### src/inc/fmrx_params.svh
// Offsets, bit positions, reset values and sizes of the receiver register bank.
// Assumes a 4-bit parallel address and 8-bit data on the host side.
`ifndef FMRX_PARAMS_SVH
`define FMRX_PARAMS_SVH

`define FMRX_OFF_DATA 4'h0
`define FMRX_OFF_STAT 4'h1
`define FMRX_OFF_NUM 4'h2
`define FMRX_OFF_RSVD_LO 4'h3
`define FMRX_OFF_CTRL_TWO 4'h5
`define FMRX_OFF_CRC 4'h6

`define FMRX_CTRL_RSVD 7
`define FMRX_CTRL_BSR 6
`define FMRX_CTRL_ACKPOL 5
`define FMRX_CTRL_REQPOL 4
`define FMRX_CTRL_RDYT 3
`define FMRX_CTRL_VOUT 2
`define FMRX_CTRL_DMARD 1
`define FMRX_CTRL_DMAEN 0

`define FMRX_STAT_VCORR 7
`define FMRX_STAT_BSYNC 6
`define FMRX_STAT_FSYNC 5
`define FMRX_STAT_ERR 4
`define FMRX_STAT_PARITY 3
`define FMRX_STAT_HEAD 2
`define FMRX_STAT_CRC 1
`define FMRX_STAT_RTIME 0

`define FMRX_CTRL_RST 8'h00
`define FMRX_STAT_RST 8'h02
`define FMRX_NUM_RST 8'h00
`define FMRX_CRC_RST 16'h0000
`define FMRX_CRC_POLY 16'h1021

`define FMRX_DATA_W 8
`define FMRX_FIFO_DEPTH 32

`endif

### src/inc/fmrx_pkg.sv
// Types shared by the receiver register bank and its self-checking bench.
// Assumes fmrx_params.svh for all numeric constants.
package fmrx_pkg;
    typedef logic [7:0] byte_t;
    typedef logic [15:0] crc_t;
    typedef enum logic [2:0] {
        RDY_IDLE = 3'b001,
        RDY_WAIT = 3'b010,
        RDY_DRIVE = 3'b100
    } rdy_state_e;
endpackage : fmrx_pkg

### src/inc/fifo_if.sv
// Valid/ready carrier between the register bank and its data FIFO.
// Assumes one clock shared by both ends.
`timescale 1ns/1ps
interface fifo_if #(parameter int W = 8);
    logic push_valid;
    logic push_ready;
    logic [W-1:0] push_data;
    logic pop_valid;
    logic pop_ready;
    logic [W-1:0] pop_data;
    modport user (output push_valid, output push_data, input push_ready,
                  input pop_valid, input pop_data, output pop_ready);
    modport store (input push_valid, input push_data, output push_ready,
                   output pop_valid, output pop_data, input pop_ready);
endinterface : fifo_if

### src/verilog/data_fifo.sv
// Synchronous FIFO holding corrected data bytes for the host.
// Assumes the user side honours push_ready and pop_valid.
`timescale 1ns/1ps
module data_fifo #(
    parameter int WIDTH = 8,
    parameter int DEPTH = 32
) (
    input wire logic clk_i,
    input wire logic rst_i,
    fifo_if.store bus
);
    localparam int AW = $clog2(DEPTH);
    logic [WIDTH-1:0] mem [DEPTH];
    logic [AW:0] wr_ptr;
    logic [AW:0] rd_ptr;
    logic full;
    logic empty;
    logic do_push;
    logic do_pop;

    assign empty = (wr_ptr == rd_ptr);
    assign full = (wr_ptr[AW] != rd_ptr[AW]) && (wr_ptr[AW-1:0] == rd_ptr[AW-1:0]);
    assign bus.push_ready = !full;
    assign bus.pop_valid = !empty;
    assign bus.pop_data = mem[rd_ptr[AW-1:0]];
    assign do_push = bus.push_valid && !full;
    assign do_pop = bus.pop_ready && !empty;

    always_ff @(posedge clk_i)
    begin
        if (do_push)
        begin
            mem[wr_ptr[AW-1:0]] <= bus.push_data;
        end
    end

    always_ff @(posedge clk_i or posedge rst_i)
    begin
        if (rst_i)
        begin
            wr_ptr <= '0;
            rd_ptr <= '0;
        end
        else
        begin
            if (do_push)
            begin
                wr_ptr <= wr_ptr + 1'b1;
            end
            if (do_pop)
            begin
                rd_ptr <= rd_ptr + 1'b1;
            end
        end
    end

    property p_no_overflow;
        @(posedge clk_i) disable iff (rst_i)
        full |=> (wr_ptr == $past(wr_ptr)) || do_pop || $past(do_pop);
    endproperty
    a_no_overflow: assert property (p_no_overflow) else $error("fifo pushed while full");
endmodule : data_fifo

### src/verilog/fm_data_rx_ctrl_status_regs.sv
// Host register bank of the FM multiplex data receiver: control two,
// group CRC input, corrected data port, status and block number.
// Assumes a synchronous parallel host bus with one-cycle strobes, a
// receiver core that streams corrected bytes and pulses block_start_i.
`timescale 1ns/1ps
`include "fmrx_params.svh"

module fm_data_rx_ctrl_status_regs (
    input wire logic clk_i,
    input wire logic rst_i,
    input wire logic interface_select_i,
    input wire logic [3:0] addr_i,
    input wire fmrx_pkg::byte_t wdata_i,
    input wire logic wr_i,
    input wire logic rd_i,
    output fmrx_pkg::byte_t rdata_o,
    output logic rdy_o,
    input wire logic dma_acknowledge_i,
    output logic dma_request_o,
    input wire logic ser_crc_valid_i,
    input wire fmrx_pkg::byte_t ser_crc_data_i,
    input wire logic ser_read_i,
    input wire logic group_crc_reset_i,
    output logic group_crc_ok_o,
    output logic block_sync_reset_o,
    input wire fmrx_pkg::byte_t core_data_i,
    input wire logic core_valid_i,
    output logic core_ready_o,
    input wire logic block_start_i,
    input wire logic vertical_slot_i,
    input wire logic vertical_done_i,
    input wire logic vertical_corrected_i,
    input wire logic block_sync_i,
    input wire logic frame_sync_i,
    input wire logic uncorrectable_i,
    input wire logic parity_block_i,
    input wire logic head_block_i,
    input wire logic realtime_block_i,
    input wire fmrx_pkg::byte_t block_number_i,
    output logic int_n_o
);
    import fmrx_pkg::*;

    byte_t control_two;
    byte_t stat_q;
    byte_t output_block_number;
    crc_t group_crc;
    rdy_state_e rdy_state;
    rdy_state_e next_rdy_state;
    logic drop_block;
    logic suppress;
    logic accept;
    logic parallel;
    logic ack_active;
    logic dma_strobe;
    logic host_pop;
    logic crc_load;
    byte_t crc_byte;
    byte_t receive_status;
    byte_t next_rdata;

    fifo_if #(.W(`FMRX_DATA_W)) dq ();

    data_fifo #(
        .WIDTH(`FMRX_DATA_W),
        .DEPTH(`FMRX_FIFO_DEPTH)
    ) u_fifo (
        .clk_i(clk_i),
        .rst_i(rst_i),
        .bus(dq.store)
    );

    function automatic crc_t crc_step(input crc_t crc, input byte_t data);
        crc_t c;
        c = crc;
        for (int i = 7; i >= 0; i--)
        begin
            if (c[15] ^ data[i])
            begin
                c = {c[14:0], 1'b0} ^ `FMRX_CRC_POLY;
            end
            else
            begin
                c = {c[14:0], 1'b0};
            end
        end
        return c;
    endfunction : crc_step

    assign parallel = !interface_select_i;

    // Control register two, write only
    always_ff @(posedge clk_i or posedge rst_i)
    begin
        if (rst_i)
        begin
            control_two <= `FMRX_CTRL_RST;
        end
        else if (wr_i && parallel && addr_i == `FMRX_OFF_CTRL_TWO)
        begin
            control_two <= wdata_i;
            control_two[`FMRX_CTRL_RSVD] <= 1'b0;
        end
    end

    assign block_sync_reset_o = control_two[`FMRX_CTRL_BSR];

    // Polarity applied only in parallel mode
    assign ack_active = parallel
        && (dma_acknowledge_i == control_two[`FMRX_CTRL_ACKPOL]);

    always_comb
    begin
        if (parallel && control_two[`FMRX_CTRL_DMAEN] && dq.pop_valid)
        begin
            dma_request_o = control_two[`FMRX_CTRL_REQPOL];
        end
        else
        begin
            dma_request_o = !control_two[`FMRX_CTRL_REQPOL];
        end
    end

    // Strobe for DMA reads of the data port
    always_comb
    begin
        dma_strobe = 1'b0;
        if (parallel && control_two[`FMRX_CTRL_DMAEN])
        begin
            if (control_two[`FMRX_CTRL_DMARD])
            begin
                dma_strobe = ack_active;
            end
            else
            begin
                dma_strobe = rd_i && addr_i == `FMRX_OFF_DATA;
            end
        end
    end

    // Serial reads carry no register address and pop the data port
    assign host_pop = dma_strobe
        || (parallel && rd_i && addr_i == `FMRX_OFF_DATA)
        || (interface_select_i && ser_read_i);
    assign dq.pop_ready = host_pop;

    // Vertical slot suppression when no vertical correction ran
    assign suppress = vertical_slot_i && !vertical_done_i
        && !control_two[`FMRX_CTRL_VOUT];
    // With output-all set, horizontal data passes in the slot, uncorrectable blocks included
    assign accept = block_start_i && !suppress;

    always_ff @(posedge clk_i or posedge rst_i)
    begin
        if (rst_i)
        begin
            drop_block <= 1'b0;
        end
        else if (block_start_i)
        begin
            drop_block <= suppress;
        end
    end

    // Dropped bytes are consumed so the core never stalls on them
    assign dq.push_valid = core_valid_i && !drop_block;
    assign dq.push_data = core_data_i;
    assign core_ready_o = drop_block || dq.push_ready;

    // Interrupt falls with each accepted block, rises when drained
    always_ff @(posedge clk_i or posedge rst_i)
    begin
        if (rst_i)
        begin
            int_n_o <= 1'b1;
        end
        else if (accept)
        begin
            int_n_o <= 1'b0;
        end
        else if (!dq.pop_valid && !core_valid_i)
        begin
            int_n_o <= 1'b1;
        end
    end

    // Latched status flags, refreshed on the same edge as the fall
    always_ff @(posedge clk_i or posedge rst_i)
    begin
        if (rst_i)
        begin
            stat_q <= `FMRX_STAT_RST;
        end
        else if (accept)
        begin
            stat_q[`FMRX_STAT_VCORR] <= vertical_corrected_i;
            stat_q[`FMRX_STAT_BSYNC] <= block_sync_i && !block_sync_reset_o;
            stat_q[`FMRX_STAT_FSYNC] <= frame_sync_i;
            stat_q[`FMRX_STAT_ERR] <= uncorrectable_i;
            stat_q[`FMRX_STAT_PARITY] <= parity_block_i;
            stat_q[`FMRX_STAT_HEAD] <= head_block_i;
            stat_q[`FMRX_STAT_CRC] <= 1'b1;
            stat_q[`FMRX_STAT_RTIME] <= realtime_block_i;
        end
        else if (block_sync_reset_o)
        begin
            stat_q[`FMRX_STAT_BSYNC] <= 1'b0;
        end
    end

    always_ff @(posedge clk_i or posedge rst_i)
    begin
        if (rst_i)
        begin
            output_block_number <= `FMRX_NUM_RST;
        end
        else if (accept)
        begin
            output_block_number <= block_number_i;
        end
    end

    // Group CRC check register
    assign crc_load = parallel ? (wr_i && addr_i == `FMRX_OFF_CRC)
        : ser_crc_valid_i;
    assign crc_byte = parallel ? wdata_i : ser_crc_data_i;

    always_ff @(posedge clk_i or posedge rst_i)
    begin
        if (rst_i)
        begin
            group_crc <= `FMRX_CRC_RST;
        end
        else if (group_crc_reset_i)
        begin
            group_crc <= `FMRX_CRC_RST;
        end
        else if (crc_load)
        begin
            group_crc <= crc_step(group_crc, crc_byte);
        end
    end

    // Live result, so it reads one right after reset
    assign group_crc_ok_o = (group_crc == `FMRX_CRC_RST);

    always_comb
    begin
        receive_status = stat_q;
        receive_status[`FMRX_STAT_CRC] = group_crc_ok_o;
    end

    // Read decode, reserved addresses read zero
    always_comb
    begin
        case (addr_i)
            `FMRX_OFF_DATA: next_rdata = dq.pop_valid ? dq.pop_data : 8'h00;
            `FMRX_OFF_STAT: next_rdata = receive_status;
            `FMRX_OFF_NUM: next_rdata = output_block_number;
            default: next_rdata = 8'h00;
        endcase
    end

    always_ff @(posedge clk_i or posedge rst_i)
    begin
        if (rst_i)
        begin
            rdata_o <= 8'h00;
        end
        else if (interface_select_i && ser_read_i)
        begin
            rdata_o <= dq.pop_valid ? dq.pop_data : 8'h00;
        end
        else if ((rd_i && parallel) || dma_strobe)
        begin
            rdata_o <= dma_strobe ? (dq.pop_valid ? dq.pop_data : 8'h00) : next_rdata;
        end
    end

    // Ready handshake; a read during a pulse is not re-armed
    always_comb
    begin
        case (rdy_state)
            RDY_IDLE:
            begin
                if (parallel && (rd_i || dma_strobe))
                begin
                    next_rdy_state = control_two[`FMRX_CTRL_RDYT] ? RDY_WAIT : RDY_DRIVE;
                end
                else
                begin
                    next_rdy_state = RDY_IDLE;
                end
            end
            RDY_WAIT: next_rdy_state = RDY_DRIVE;
            RDY_DRIVE: next_rdy_state = RDY_IDLE;
            default: next_rdy_state = RDY_IDLE;
        endcase
    end

    always_ff @(posedge clk_i or posedge rst_i)
    begin
        if (rst_i)
        begin
            rdy_state <= RDY_IDLE;
        end
        else
        begin
            rdy_state <= next_rdy_state;
        end
    end

    assign rdy_o = (rdy_state == RDY_DRIVE);

    property p_rsvd_zero;
        @(posedge clk_i) disable iff (rst_i)
        (wr_i && parallel && addr_i == `FMRX_OFF_CTRL_TWO) |=> !control_two[`FMRX_CTRL_RSVD];
    endproperty
    a_rsvd_zero: assert property (p_rsvd_zero) else $error("reserved bit set");

    property p_bsr;
        @(posedge clk_i) disable iff (rst_i)
        (wr_i && parallel && addr_i == `FMRX_OFF_CTRL_TWO)
            |=> block_sync_reset_o == $past(wdata_i[`FMRX_CTRL_BSR]);
    endproperty
    a_bsr: assert property (p_bsr) else $error("block sync reset not stored");

    property p_bsr_clear;
        @(posedge clk_i) disable iff (rst_i)
        block_sync_reset_o |=> !stat_q[`FMRX_STAT_BSYNC];
    endproperty
    a_bsr_clear: assert property (p_bsr_clear) else $error("block flag kept");

    property p_req_pol;
        @(posedge clk_i) disable iff (rst_i)
        (parallel && control_two[`FMRX_CTRL_DMAEN] && dq.pop_valid)
            |-> dma_request_o == control_two[`FMRX_CTRL_REQPOL];
    endproperty
    a_req_pol: assert property (p_req_pol) else $error("request polarity");

    property p_ack_pop;
        @(posedge clk_i) disable iff (rst_i)
        (parallel && control_two[`FMRX_CTRL_DMAEN] && control_two[`FMRX_CTRL_DMARD]
            && dma_acknowledge_i == control_two[`FMRX_CTRL_ACKPOL]) |-> dq.pop_ready;
    endproperty
    a_ack_pop: assert property (p_ack_pop) else $error("ack strobe lost");

    property p_rdy_t2;
        @(posedge clk_i) disable iff (rst_i)
        (rdy_state == RDY_IDLE && parallel && rd_i && control_two[`FMRX_CTRL_RDYT])
            |=> !rdy_o ##1 rdy_o;
    endproperty
    a_rdy_t2: assert property (p_rdy_t2) else $error("ready timing two");

    property p_suppress;
        @(posedge clk_i) disable iff (rst_i)
        (block_start_i && suppress) |=> $stable(output_block_number) && drop_block;
    endproperty
    a_suppress: assert property (p_suppress) else $error("suppressed block shown");

    property p_update;
        @(posedge clk_i) disable iff (rst_i)
        accept |=> !int_n_o && output_block_number == $past(block_number_i)
            && stat_q[`FMRX_STAT_ERR] == $past(uncorrectable_i);
    endproperty
    a_update: assert property (p_update) else $error("status not updated");

    property p_rsvd_read;
        @(posedge clk_i) disable iff (rst_i)
        (rd_i && parallel && !dma_strobe && addr_i >= `FMRX_OFF_RSVD_LO) |=> rdata_o == 8'h00;
    endproperty
    a_rsvd_read: assert property (p_rsvd_read) else $error("reserved read");

    property p_crc_ok;
        @(posedge clk_i) disable iff (rst_i)
        group_crc_reset_i |=> group_crc_ok_o && receive_status[`FMRX_STAT_CRC];
    endproperty
    a_crc_ok: assert property (p_crc_ok) else $error("crc not cleared");

    property p_crc_step;
        @(posedge clk_i) disable iff (rst_i)
        (crc_load && !group_crc_reset_i)
            |=> group_crc == crc_step($past(group_crc), $past(crc_byte));
    endproperty
    a_crc_step: assert property (p_crc_step) else $error("crc step wrong");
endmodule : fm_data_rx_ctrl_status_regs

### config.mk
export PLATFORM = sky130hd
export DESIGN_NAME = fm_data_rx_ctrl_status_regs
export DESIGN_NICKNAME = d
export VERILOG_FILES = /design/src/inc/fmrx_pkg.sv /design/src/inc/fifo_if.sv /design/src/verilog/data_fifo.sv /design/src/verilog/fm_data_rx_ctrl_status_regs.sv
export VERILOG_INCLUDE_DIRS = /design/src /design/src/inc
export SDC_FILE = /design/constraint.sdc
export NUM_CORES = 1
export LEC_CHECK = 0
export BUFFER_PORTS_ARGS = -buffer_cell sky130_fd_sc_hd__buf_2
export CAP_MARGIN = 20
export CORE_MARGIN = 5
export CORE_UTILIZATION = 30
export CTS_CLUSTER_DIAMETER = 120
export DETAILED_ROUTE_END_ITERATION = 12
export PLACE_DENSITY = 0.55
export SETUP_SLACK_MARGIN = 0.2
export SYNTH_ARGS = -nofsm -noshare
export SYNTH_HDL_FRONTEND = slang
export SYNTH_SLANG_ARGS = --single-unit
### constraint.sdc
create_clock -name clk_i -period 3.02 [get_ports clk_i]
set_clock_uncertainty 0.2 [all_clocks]
set_input_delay 0.302 -clock clk_i [delete_from_list [all_inputs] [get_ports clk_i]]
set_output_delay 0.302 -clock clk_i [all_outputs]
set_load 0.01 [all_outputs]
; ---- Yosys cells after proc, flatten, opt, wreduce, memory -nomap -nowiden
; Memories as Yosys holds them, arrays and structs flattened.
; Cells that the tools add are included.
[word_totals]
regBits = 63
ram_bits = 256
in_bits = 56
out_inout_bits = 14
word_cells = 125
mem_count = 1
[memory_table]
columns = memory, words, word_bits, rd, rd_ports_with_merged_regs, write_ports, line_no
row1 = u_fifo.mem, 32, 8, 1, 0, 1, data_fifo.sv:13  ; logic [WIDTH-1:0] mem [DEPTH];
[classes]
addsub = 2
eq_ne = 11
mux = 43
bitwise_logic = 16
n_reduce_logical = 41
[op_table]
columns = operator, n
row1 = 16-bit two-way mux, 16
row2 = 13-bit two-way mux, 8
row3 = 8-bit two-way mux, 5
row4 = 3-bit NOT, 8
row5 = 8-bit case mux with 3 select lines, 1
row6 = 1-bit logical AND, 20
row7 = 16-bit logical NOT, 1
row8 = 6-bit by 1-bit adder with 6-bit output (second input constant), 2
row9 = 1-bit logical NOT, 10
row10 = 1-bit two-way mux, 10
row11 = 4-bit by 3-bit == test with 1-bit output (second input constant), 2
row12 = 2-bit nonzero test, 4
row13 = 1-bit XOR, 8
row14 = 6-bit == test, 1
row15 = 3-bit two-way mux, 2
row16 = 3-bit case mux with 2 select lines, 1
row17 = 5-bit == test, 1
row18 = 1-bit logical OR, 5
row19 = 4-bit by 1-bit == test with 1-bit output (second input constant), 1
row20 = 4-bit by 2-bit == test with 1-bit output (second input constant), 1
row21 = 4-bit logical NOT, 1
row22 = 3-bit by 1-bit == test with 1-bit output (second input constant), 1
row23 = 3-bit by 2-bit == test with 1-bit output (second input constant), 1
row24 = 3-bit == test (second input constant), 1
row25 = other kinds (2), 2

; ---- Longest topological paths before layout
; Gate-level depths: netlist of run 1.
[depth]
ltp_word = 33
ltp_mapped = 8

; ---- By module
; Synthesis of run 1 repeated with hierarchy kept, for this count alone.
[unflattened]
cells_unflattened = 713
area_unflattened_um2 = 13192.7
[by_module_without_submodules]
columns = mod, n_inst, cells_per_inst, area_each_um2
row1 = data_fifo, 1, 472, 10537.6
row2 = fm_data_rx_ctrl_status_regs, 1, 241, 2655.0

; ---- Worst setup path after synthesis of run 1
; No wires, ideal clock.
[synth_timing]
kind = reg2reg
startpoint = reg u_fifo.rd_ptr[0]
endpoint = mem u_fifo.mem[10][0] (enable)
setup_ns = 0.370
t_arrival_ns = 2.066
path_slack_ns = 0.384
stages_incl_launch_ff = 7
period_less_slack_ns = 2.636
cell_sequence = dfrtp_1 buf_4 xor2_1 nor3_1 a311oi_2 nand2_1 nor2_1
[synth_between]
elab_chain_cells = 6
[synth_lines]
columns = element, line_no
row1 = from (decl), data_fifo.sv:15  ; logic [AW:0] rd_ptr;
row2 = from (signal assigned), data_fifo.sv:52  ; rd_ptr <= rd_ptr + 1'b1;
row3 = 5-bit == test, data_fifo.sv:22  ; assign full = (wr_ptr[AW] != rd_ptr[AW]) && (wr_ptr[AW-1:0] == rd_ptr[AW-1:0]);
row4 = 1-bit logical AND, data_fifo.sv:22
row5 = 1-bit logical NOT, data_fifo.sv:26  ; assign do_push = bus.push_valid && !full;
row6 = 1-bit logical AND, data_fifo.sv:26
row7 = 1-bit two-way mux, data_fifo.sv:31  ; if (do_push)
row8 = 1-bit two-way mux (implied by the code), data_fifo.sv:33  ; mem[wr_ptr[AW-1:0]] <= bus.push_data;
row9 = to (decl), data_fifo.sv:13
; No other way between the ends.

; ---- Worst setup path in the final report of run 1
[layout_timing]
startpoint = reg u_fifo.rd_ptr[0]
endpoint = out dma_request_o
[layout_between]
elab_chain_cells = 4
[layout_lines]
columns = element, line_no
row1 = 6-bit == test, data_fifo.sv:21  ; assign empty = (wr_ptr == rd_ptr);
row2 = 1-bit logical NOT, data_fifo.sv:24  ; assign bus.pop_valid = !empty;
row3 = 1-bit logical AND, fm_data_rx_ctrl_status_regs.sv:114  ; if (parallel && control_two[`FMRX_CTRL_DMAEN] && dq.pop_valid)
row4 = 1-bit two-way mux, fm_data_rx_ctrl_status_regs.sv:114
row5 = to (decl), fm_data_rx_ctrl_status_regs.sv:19  ; output logic dma_request_o,
; No other way between the ends.

==> results of run 1 <==
-- per-layer routing --
metal  up-vias  global-route usage [%]  part of all wire [%]
li1       3280                       -                     -
met1      3629                   18.56                    46
met2       260                   20.31                    45
met3        45                   3.311                   7.4
met4         0                   3.412                   2.0
met5         -                       0                     0
-- flip-flops by register name (all words and copies together), names as in the netlist --
name	count
drop_block	1
stat_q	7
control_two	7
group_crc	16
rdy_state	3
rdata_o	8
output_block_number	8
int_n_o	1
u_fifo.wr_ptr	6
u_fifo.mem	256
u_fifo.rd_ptr	6
-- cell families after synthesis --
kind of cell | after synthesis | synth area share (%)
xor+xnor | 42 | 2.802
fa+ha+maj | 5 | 0.4765
mux | 121 | 14.64
compound gates | 84 | 5.003
simple gates | 135 | 4.993
buf+inv | 43 | 1.515
flops | 319 | 70.57
-- worst max path at each step --
stage / startpoint / to / slack (ns) / depth (start not counted)
2_1_floorplan: u_fifo.rd_ptr[0] / u_fifo.mem[10][0] / 0.38 / 6
3_3_place_gp: u_fifo.rd_ptr[1] / rdata_o[6] / 0.43 / 6
3_5_place_dp: u_fifo.rd_ptr[1] / rdata_o[6] / 0.43 / 6
4_1_cts: u_fifo.rd_ptr[0] / dma_request_o / 0.27 / 6
5_1_grt: u_fifo.rd_ptr[0] / dma_request_o / 0.25 / 6
6_report: u_fifo.rd_ptr[0] / dma_request_o / 0.38 / 6
-- final cells by class --
class                           count  area share [%]
Sequential cell                   319           58.26
Multi-Input combinational cell    387           23.09
Timing Repair Buffer              157           7.013
Clock buffer                       43           5.755
Tap cell                          585           4.599
Clock inverter                     21           1.116
Inverter                            7          0.1651
-- per-stage QoR --
step	instance area (um^2)	hold slack (ns)	util, %	power, mW	setup WS, ns
after floorplan	13130	0.2009	-	8.135	0.3842
after global placement	14520	0.2497	33.64	9.431	0.4320
after detailed placement	14520	0.2503	33.64	9.442	0.4347
after CTS	15910	0.02030	36.85	13.57	0.2662
after global routing	15920	0.06318	36.87	14.08	0.2515
final	15920	0.03411	36.87	13.44	0.3770
-- placed cells by master (no fill, tap or decap), types with 22 or more instances in the layout --
cell           count
buf_2             69
clkbuf_16         35
buf_4             56
dfrtp_1           58
xnor2_1           22
nor2_1            46
nand2_1           31
edfxtp_1         256
mux4_2            47
mux2i_1           24
dlygate4sd3_1     29
mux2_2            46
-- critical path, delay by kind of cell, from the launching register on --
kind                   cells  cell delay [ns]
XOR/XNOR                   2             0.31
flip-flops                 1             0.49
AND/OR/NAND/NOR            3             0.66
buffers and inverters      1             0.15
-- timing repair --
item	CTS	global route
gates resized for setup	1	1
hold endpoints to repair	54	0
buffers inserted	0	0
setup endpoints to repair	1	1
hold buffers	29	0
-- cell usage after synthesis (all sizes together), types with 9 or more instances --
cell type	n	area (um^2)
edfxtp	256	7687
dfrtp	61	1526
mux4	51	1164
mux2	46	518.0
nor2	46	172.7
nand2	32	122.6
mux2i	24	240.2
xnor2	22	192.7
a22o	21	183.9
buf	20	112.6
xor2	20	175.2
nand3	17	85.08
clkbuf	16	60.06
a22oi	14	105.1
o21ai	12	60.06
a221oi	11	102.6
nor2b	9	56.30
-- power breakdown --
group          internal (mW)  leakage [nW]  switching (mW)
Combinational           1.79          2.01            2.19
Clock                   2.29         0.521            1.78
Sequential              5.14          3.09           0.256
==> flow_summary.json, run 1 <==
{
  "outcome": "completed",
  "syn_area_um2": 13130,
  "stdcell_count": 1519,
  "worstPathCellList": "xor2_1 -> nor3_2 -> nand3_2 -> nand3b_1 -> xor2_1 -> buf_2",
  "critPathMaxFanout": 7,
  "n_fill_cell": 4044,
  "hold-path-cell-count": 3,
  "cpPeakStageDelay_ns": 0.49,
  "drt_iter0_markers": 627,
  "ff2ff_setup_slack_ns": 0.48,
  "clock-sinks": 319,
  "cts.clk_slew.worst_paths_ns": 0.06,
  "r2r-start": "u_fifo.rd_ptr[1]",
  "io_buffers": 69,
  "cp_data_arrival_time_ns": 2.14,
  "synth_seq_cells": 319,
  "finalSetupViolCount": 0,
  "yosysSeqAreaShare_pct": 70.57,
  "wl_per_cell_um": 20.87,
  "fin_crit_sh_pct": 87.52,
  "place_congestion": 0.7700,
  "max_freq_mhz": 378.4,
  "rsz0062_at_grt": "false",
  "dieArea_um2": 48050,
  "layout-drive-gt1-share_pct": 30.73,
  "vdd_drop_max_mv": 0.3898,
  "io_pins": 70,
  "regArea_um2": 9273,
  "ff2ff_path_depth": 6,
  "dieHeight_um": 219.2,
  "crit_slowest_cell": "dfrtp_4",
  "startpoint_type": "flop",
  "n_antenna_cell": 0,
  "clock_path_buffers": 3,
  "synth.avg_cell_area_um2": 17.53,
  "powerDensity_nw_per_um2": 844.4,
  "finalWirelength_mm": 31.70,
  "synthCells": 749,
  "grt_pass1_vias": 7446,
  "finalMaxSlewViolations": 0,
  "critPathKind": "flop to output pin",
  "worst_pin_slew_ns": 0.9694,
  "synth_edf_count": 256,
  "hold_viol": 0,
  "clk_root_buffer_cell": "clkbuf_16",
  "syn_to_final_growth_pct": 21.21,
  "drc": 0,
  "multi_input_area_um2": 3675,
  "clk_latency_ns": 0.54,
  "grt_pass1_wl_mm": 47.74,
  "async_flop_share_pct": 19.75,
  "ys_warn_count": 0,
  "antenna_found_initial": 0,
  "cts_tree": "yes",
  "grt-ovfl-total": 0,
  "start_util_pct": 30.41,
  "placed_cells": 1426,
  "ys.flop_type": "edfxtp_1",
  "fp.dieW_um": 219.2,
  "finalSetupTns_ns": 0,
  "grtUsageTotal_pct": 13.11,
  "first_pass_iters": 5,
  "synth_fp_nets": 810,
  "grt_max_degree": 53,
  "nets": 968,
  "hold_class": "input pin to flop",
  "holdPathEnd": "rdy_state[0]",
  "h-tree-depth": 2,
  "crit_path_end_kind": "output pin",
  "hpwl_mm": 20.62,
  "power_leakage_nw": 5.620,
  "cts-buffers-inserted": 35,
  "max-cap-violations": 0,
  "vias_per_cell": 4.749,
  "period_minus_slack_ns": 2.643,
  "hp-start": "rd_i",
  "antenna_left": 0,
  "synth_cell_type_count": 52,
  "crit_top_cell": "xor2_1",
  "num_rows": 76,
  "vias": 7214,
  "cp.required_ns": 2.52,
  "core_um2": 43170,
  "maxSlewHeadroom_pct": 35.13,
  "rr_endpoint": "rdata_o[6]"
}
Note: power is estimated with default switching activity, not from simulation.
==> run 2: changes to the inputs <==
- ABC_AREA: not set -> 1
==> run 2 against run 1 <==
Net effect: non-clock buffer count decreased by 28; sequential power about the same; first-iteration DRC count increased by 34%; core utilization decreased by 0.74 points; die area increased by 8.0%; register-to-register slack got worse by 0.05 ns; clock power increased by 14%; largest cell class unchanged.
==> flow_summary.json, run 2 <==
{
  "start_util_pct": 30.45,
  "core_um2": 46750,
  "yosys-top-cells-area": "edfxtp_1 54%, dfrtp_1 11%, nand2_1 10%",
  "rr_endpoint": "u_fifo.mem[5][6]",
  "clock_path_buffers": 3,
  "fin_crit_sh_pct": 89.07,
  "synth_top_family_by_area": "simple AND/OR/NAND/NOR gates",
  "hold_class": "input pin to flop",
  "finalPower_mw": 14.84,
  "synth_compound_area_share_pct": 4.184,
  "synth_most_common_cell": "nand2_1",
  "hp-start": "group_crc_reset_i",
  "postCtsSetupRepairBufs": 0,
  "grt-ovfl-total": 0,
  "vias_per_cell": 4.636,
  "synthAdderAreaFrac_pct": 0.4395,
  "yosys.area_share.xor_xnor_pct": 2.039,
  "num_rows": 79,
  "maxSlewHeadroom_pct": 42.50,
  "clk_latency_ns": 0.54,
  "place_congestion": 0.8607,
  "hold-path-cell-count": 3,
  "utilization_pct": 36.13,
  "hpwl_mm": 23.85,
  "io_buffers": 69,
  "crit_path_end_kind": "output pin",
  "nets": 1609,
  "r2r-start": "u_fifo.wr_ptr[0]",
  "cts.clk_slew.worst_paths_ns": 0.06,
  "vias": 10130,
  "ys.flop_type": "edfxtp_1",
  "dieHeight_um": 227.8,
  "drt_iter0_markers": 838,
  "antenna_found_initial": 0,
  "cp.required_ns": 2.52,
  "placed_area_um2": 15280,
  "drc": 0,
  "first_pass_iters": 5,
  "grt_max_degree": 132,
  "finalWirelength_mm": 37.64,
  "ff2ff_setup_slack_ns": 0.43,
  "yosysSeqAreaShare_pct": 65.10,
  "yosys-mux-area-fraction_pct": 0,
  "synthTopCellsByCount": "393 x nand2_1, 256 x edfxtp_1, 170 x nand3_1, 160 x nor2_1, 152 x inv_1",
  "final.setup.worst_slack_ns": 0.3299,
  "layout-drive-gt1-share_pct": 11.60,
  "fin_area_um2": 16890,
  "wl_per_cell_um": 17.23,
  "synthCells": 1441,
  "outcome": "completed",
  "grt_pass1_vias": 10100,
  "finalMaxSlewViolations": 0,
  "async_flop_share_pct": 19.75,
  "h-tree-depth": 2,
  "powerDensity_nw_per_um2": 878.5,
  "max-cap-violations": 0,
  "synth_cell_type_count": 34,
  "power_leakage_nw": 6.954,
  "startpoint_type": "flop",
  "dieArea_um2": 51910,
  "synth_edf_count": 256,
  "antenna_left": 0,
  "largest_reg_flops": 256,
  "ys_warn_count": 0,
  "grtUsageTotal_pct": 14.27,
  "cts-buffers-inserted": 37,
  "stdcell_count": 2185,
  "fp.dieW_um": 227.8,
  "vdd_drop_max_mv": 0.7204,
  "dpl_worst_slack_ns": 0.2502,
  "synth_simple_gate_area_share_pct": 21.90,
  "final_cell_mix": "393 x nand2_1, 256 x edfxtp_1, 170 x nand3_1, 160 x nor2_1, 149 x inv_1",
  "cp_data_arrival_time_ns": 2.19,
  "cts_tree": "yes",
  "final_common_cell": "nand2_1",
  "yosysTopAreaCell": "edfxtp_1",
  "critPathMaxFanout": 6,
  "synth.avg_cell_area_um2": 9.878,
  "placed_cells": 2081,
  "period_minus_slack_ns": 2.690,
  "syn_to_final_growth_pct": 18.65,
  "worst_pin_slew_ns": 0.8625,
  "clock-sinks": 319,
  "holdPathEnd": "group_crc[4]",
  "syn_area_um2": 14230,
  "synth_top_cell_area_share_pct": 54.00,
  "critPathKind": "flop to output pin",
  "rsz0062_at_grt": "false",
  "synth_fp_nets": 1502,
  "finalSetupViolCount": 0,
  "grt_pass1_wl_mm": 58.88,
  "ff2ff_path_depth": 11,
  "synth_seq_cells": 319,
  "finalSetupTns_ns": 0,
  "hold_viol": 0,
  "hold_slack_ns": 0.02762,
  "max_freq_mhz": 371.7,
  "io_pins": 70,
  "clk_root_buffer_cell": "clkbuf_16"
}
-- run 2: changes by cell type after synthesis, sizes merged, moves of 51 or more --
| cell | delta |
|---|---|
| inv | +153 |
| mux4 | -51 |
| nand2 | +364 |
| nand3 | +154 |
| nor2 | +118 |
| o21ai | +68 |
-- run 2: how the worst max path moves through the flow --
stage / from / endpoint / slack [ns] / depth (start not counted)
2_1_floorplan: u_fifo.wr_ptr[2] / u_fifo.mem[31][0] / 0.59 / 10
3_3_place_gp: u_fifo.wr_ptr[0] / u_fifo.mem[31][1] / 0.34 / 10
3_5_place_dp: u_fifo.wr_ptr[1] / u_fifo.mem[31][5] / 0.25 / 11
4_1_cts: u_fifo.wr_ptr[1] / u_fifo.mem[31][2] / 0.23 / 11
5_1_grt: u_fifo.wr_ptr[0] / dma_request_o / 0.21 / 10
6_report: u_fifo.wr_ptr[0] / dma_request_o / 0.33 / 10
-- run 2: logic make-up (layout without fill, tap and decap cells) --
family,Yosys count,in the layout
flip-flops,319,319
other,0,1
XOR/XNOR,28,28
buffers and inverters,224,360
AND/OR/NAND/NOR,753,753
AO/OA/AOI/OAI,112,112
adder cells (fa/ha/maj),5,5
-- run 2: metal layers --
metal  up-vias  GRT usage (%)  share of wire (%)
li1       4964              -                  -
met1      4892          20.35                 46
met2       218          23.25                 47
met3        56          1.714                4.1
met4         0          3.839                2.3
met5         -              0                  0
-- run 2: area by class of cell --
type,count,area [um^2]
fill,4697,29860
sequential,319,9273
multi-input combinational,898,4065
clock buffer,48,1010
timing repair buffer,129,913.4
tap,607,759.5
inverter,163,613.1
clock inverter,20,254.0
antenna,1,2.502
-- run 2: critical path, cell delays in order, from the launching register on --
cell and delay [ns]:
dfrtp_1 0.46, inv_2 0.13, nand2_1 0.06, a21oi_1 0.18, nand2_1 0.09, nor2_2 0.10
buf_4 0.13, nand2_2 0.10, nand2_1 0.11, xor2_1 0.16, buf_2 0.15
-- run 2: what timing repair did --
action | in CTS | in global routing
hold endpoints to repair | 49 | 0
gates resized for setup | 0 | 3
hold buffers | 33 | 0
endpoints found under the setup margin | 0 | 33
-- run 2: power breakdown --
group	total [mW]	switching [mW]	internal [mW]	leakage (nW)
Sequential	5.41	0.259	5.15	3.10
Combinational	4.77	3.33	1.44	3.24
Clock	4.66	1.78	2.88	0.617
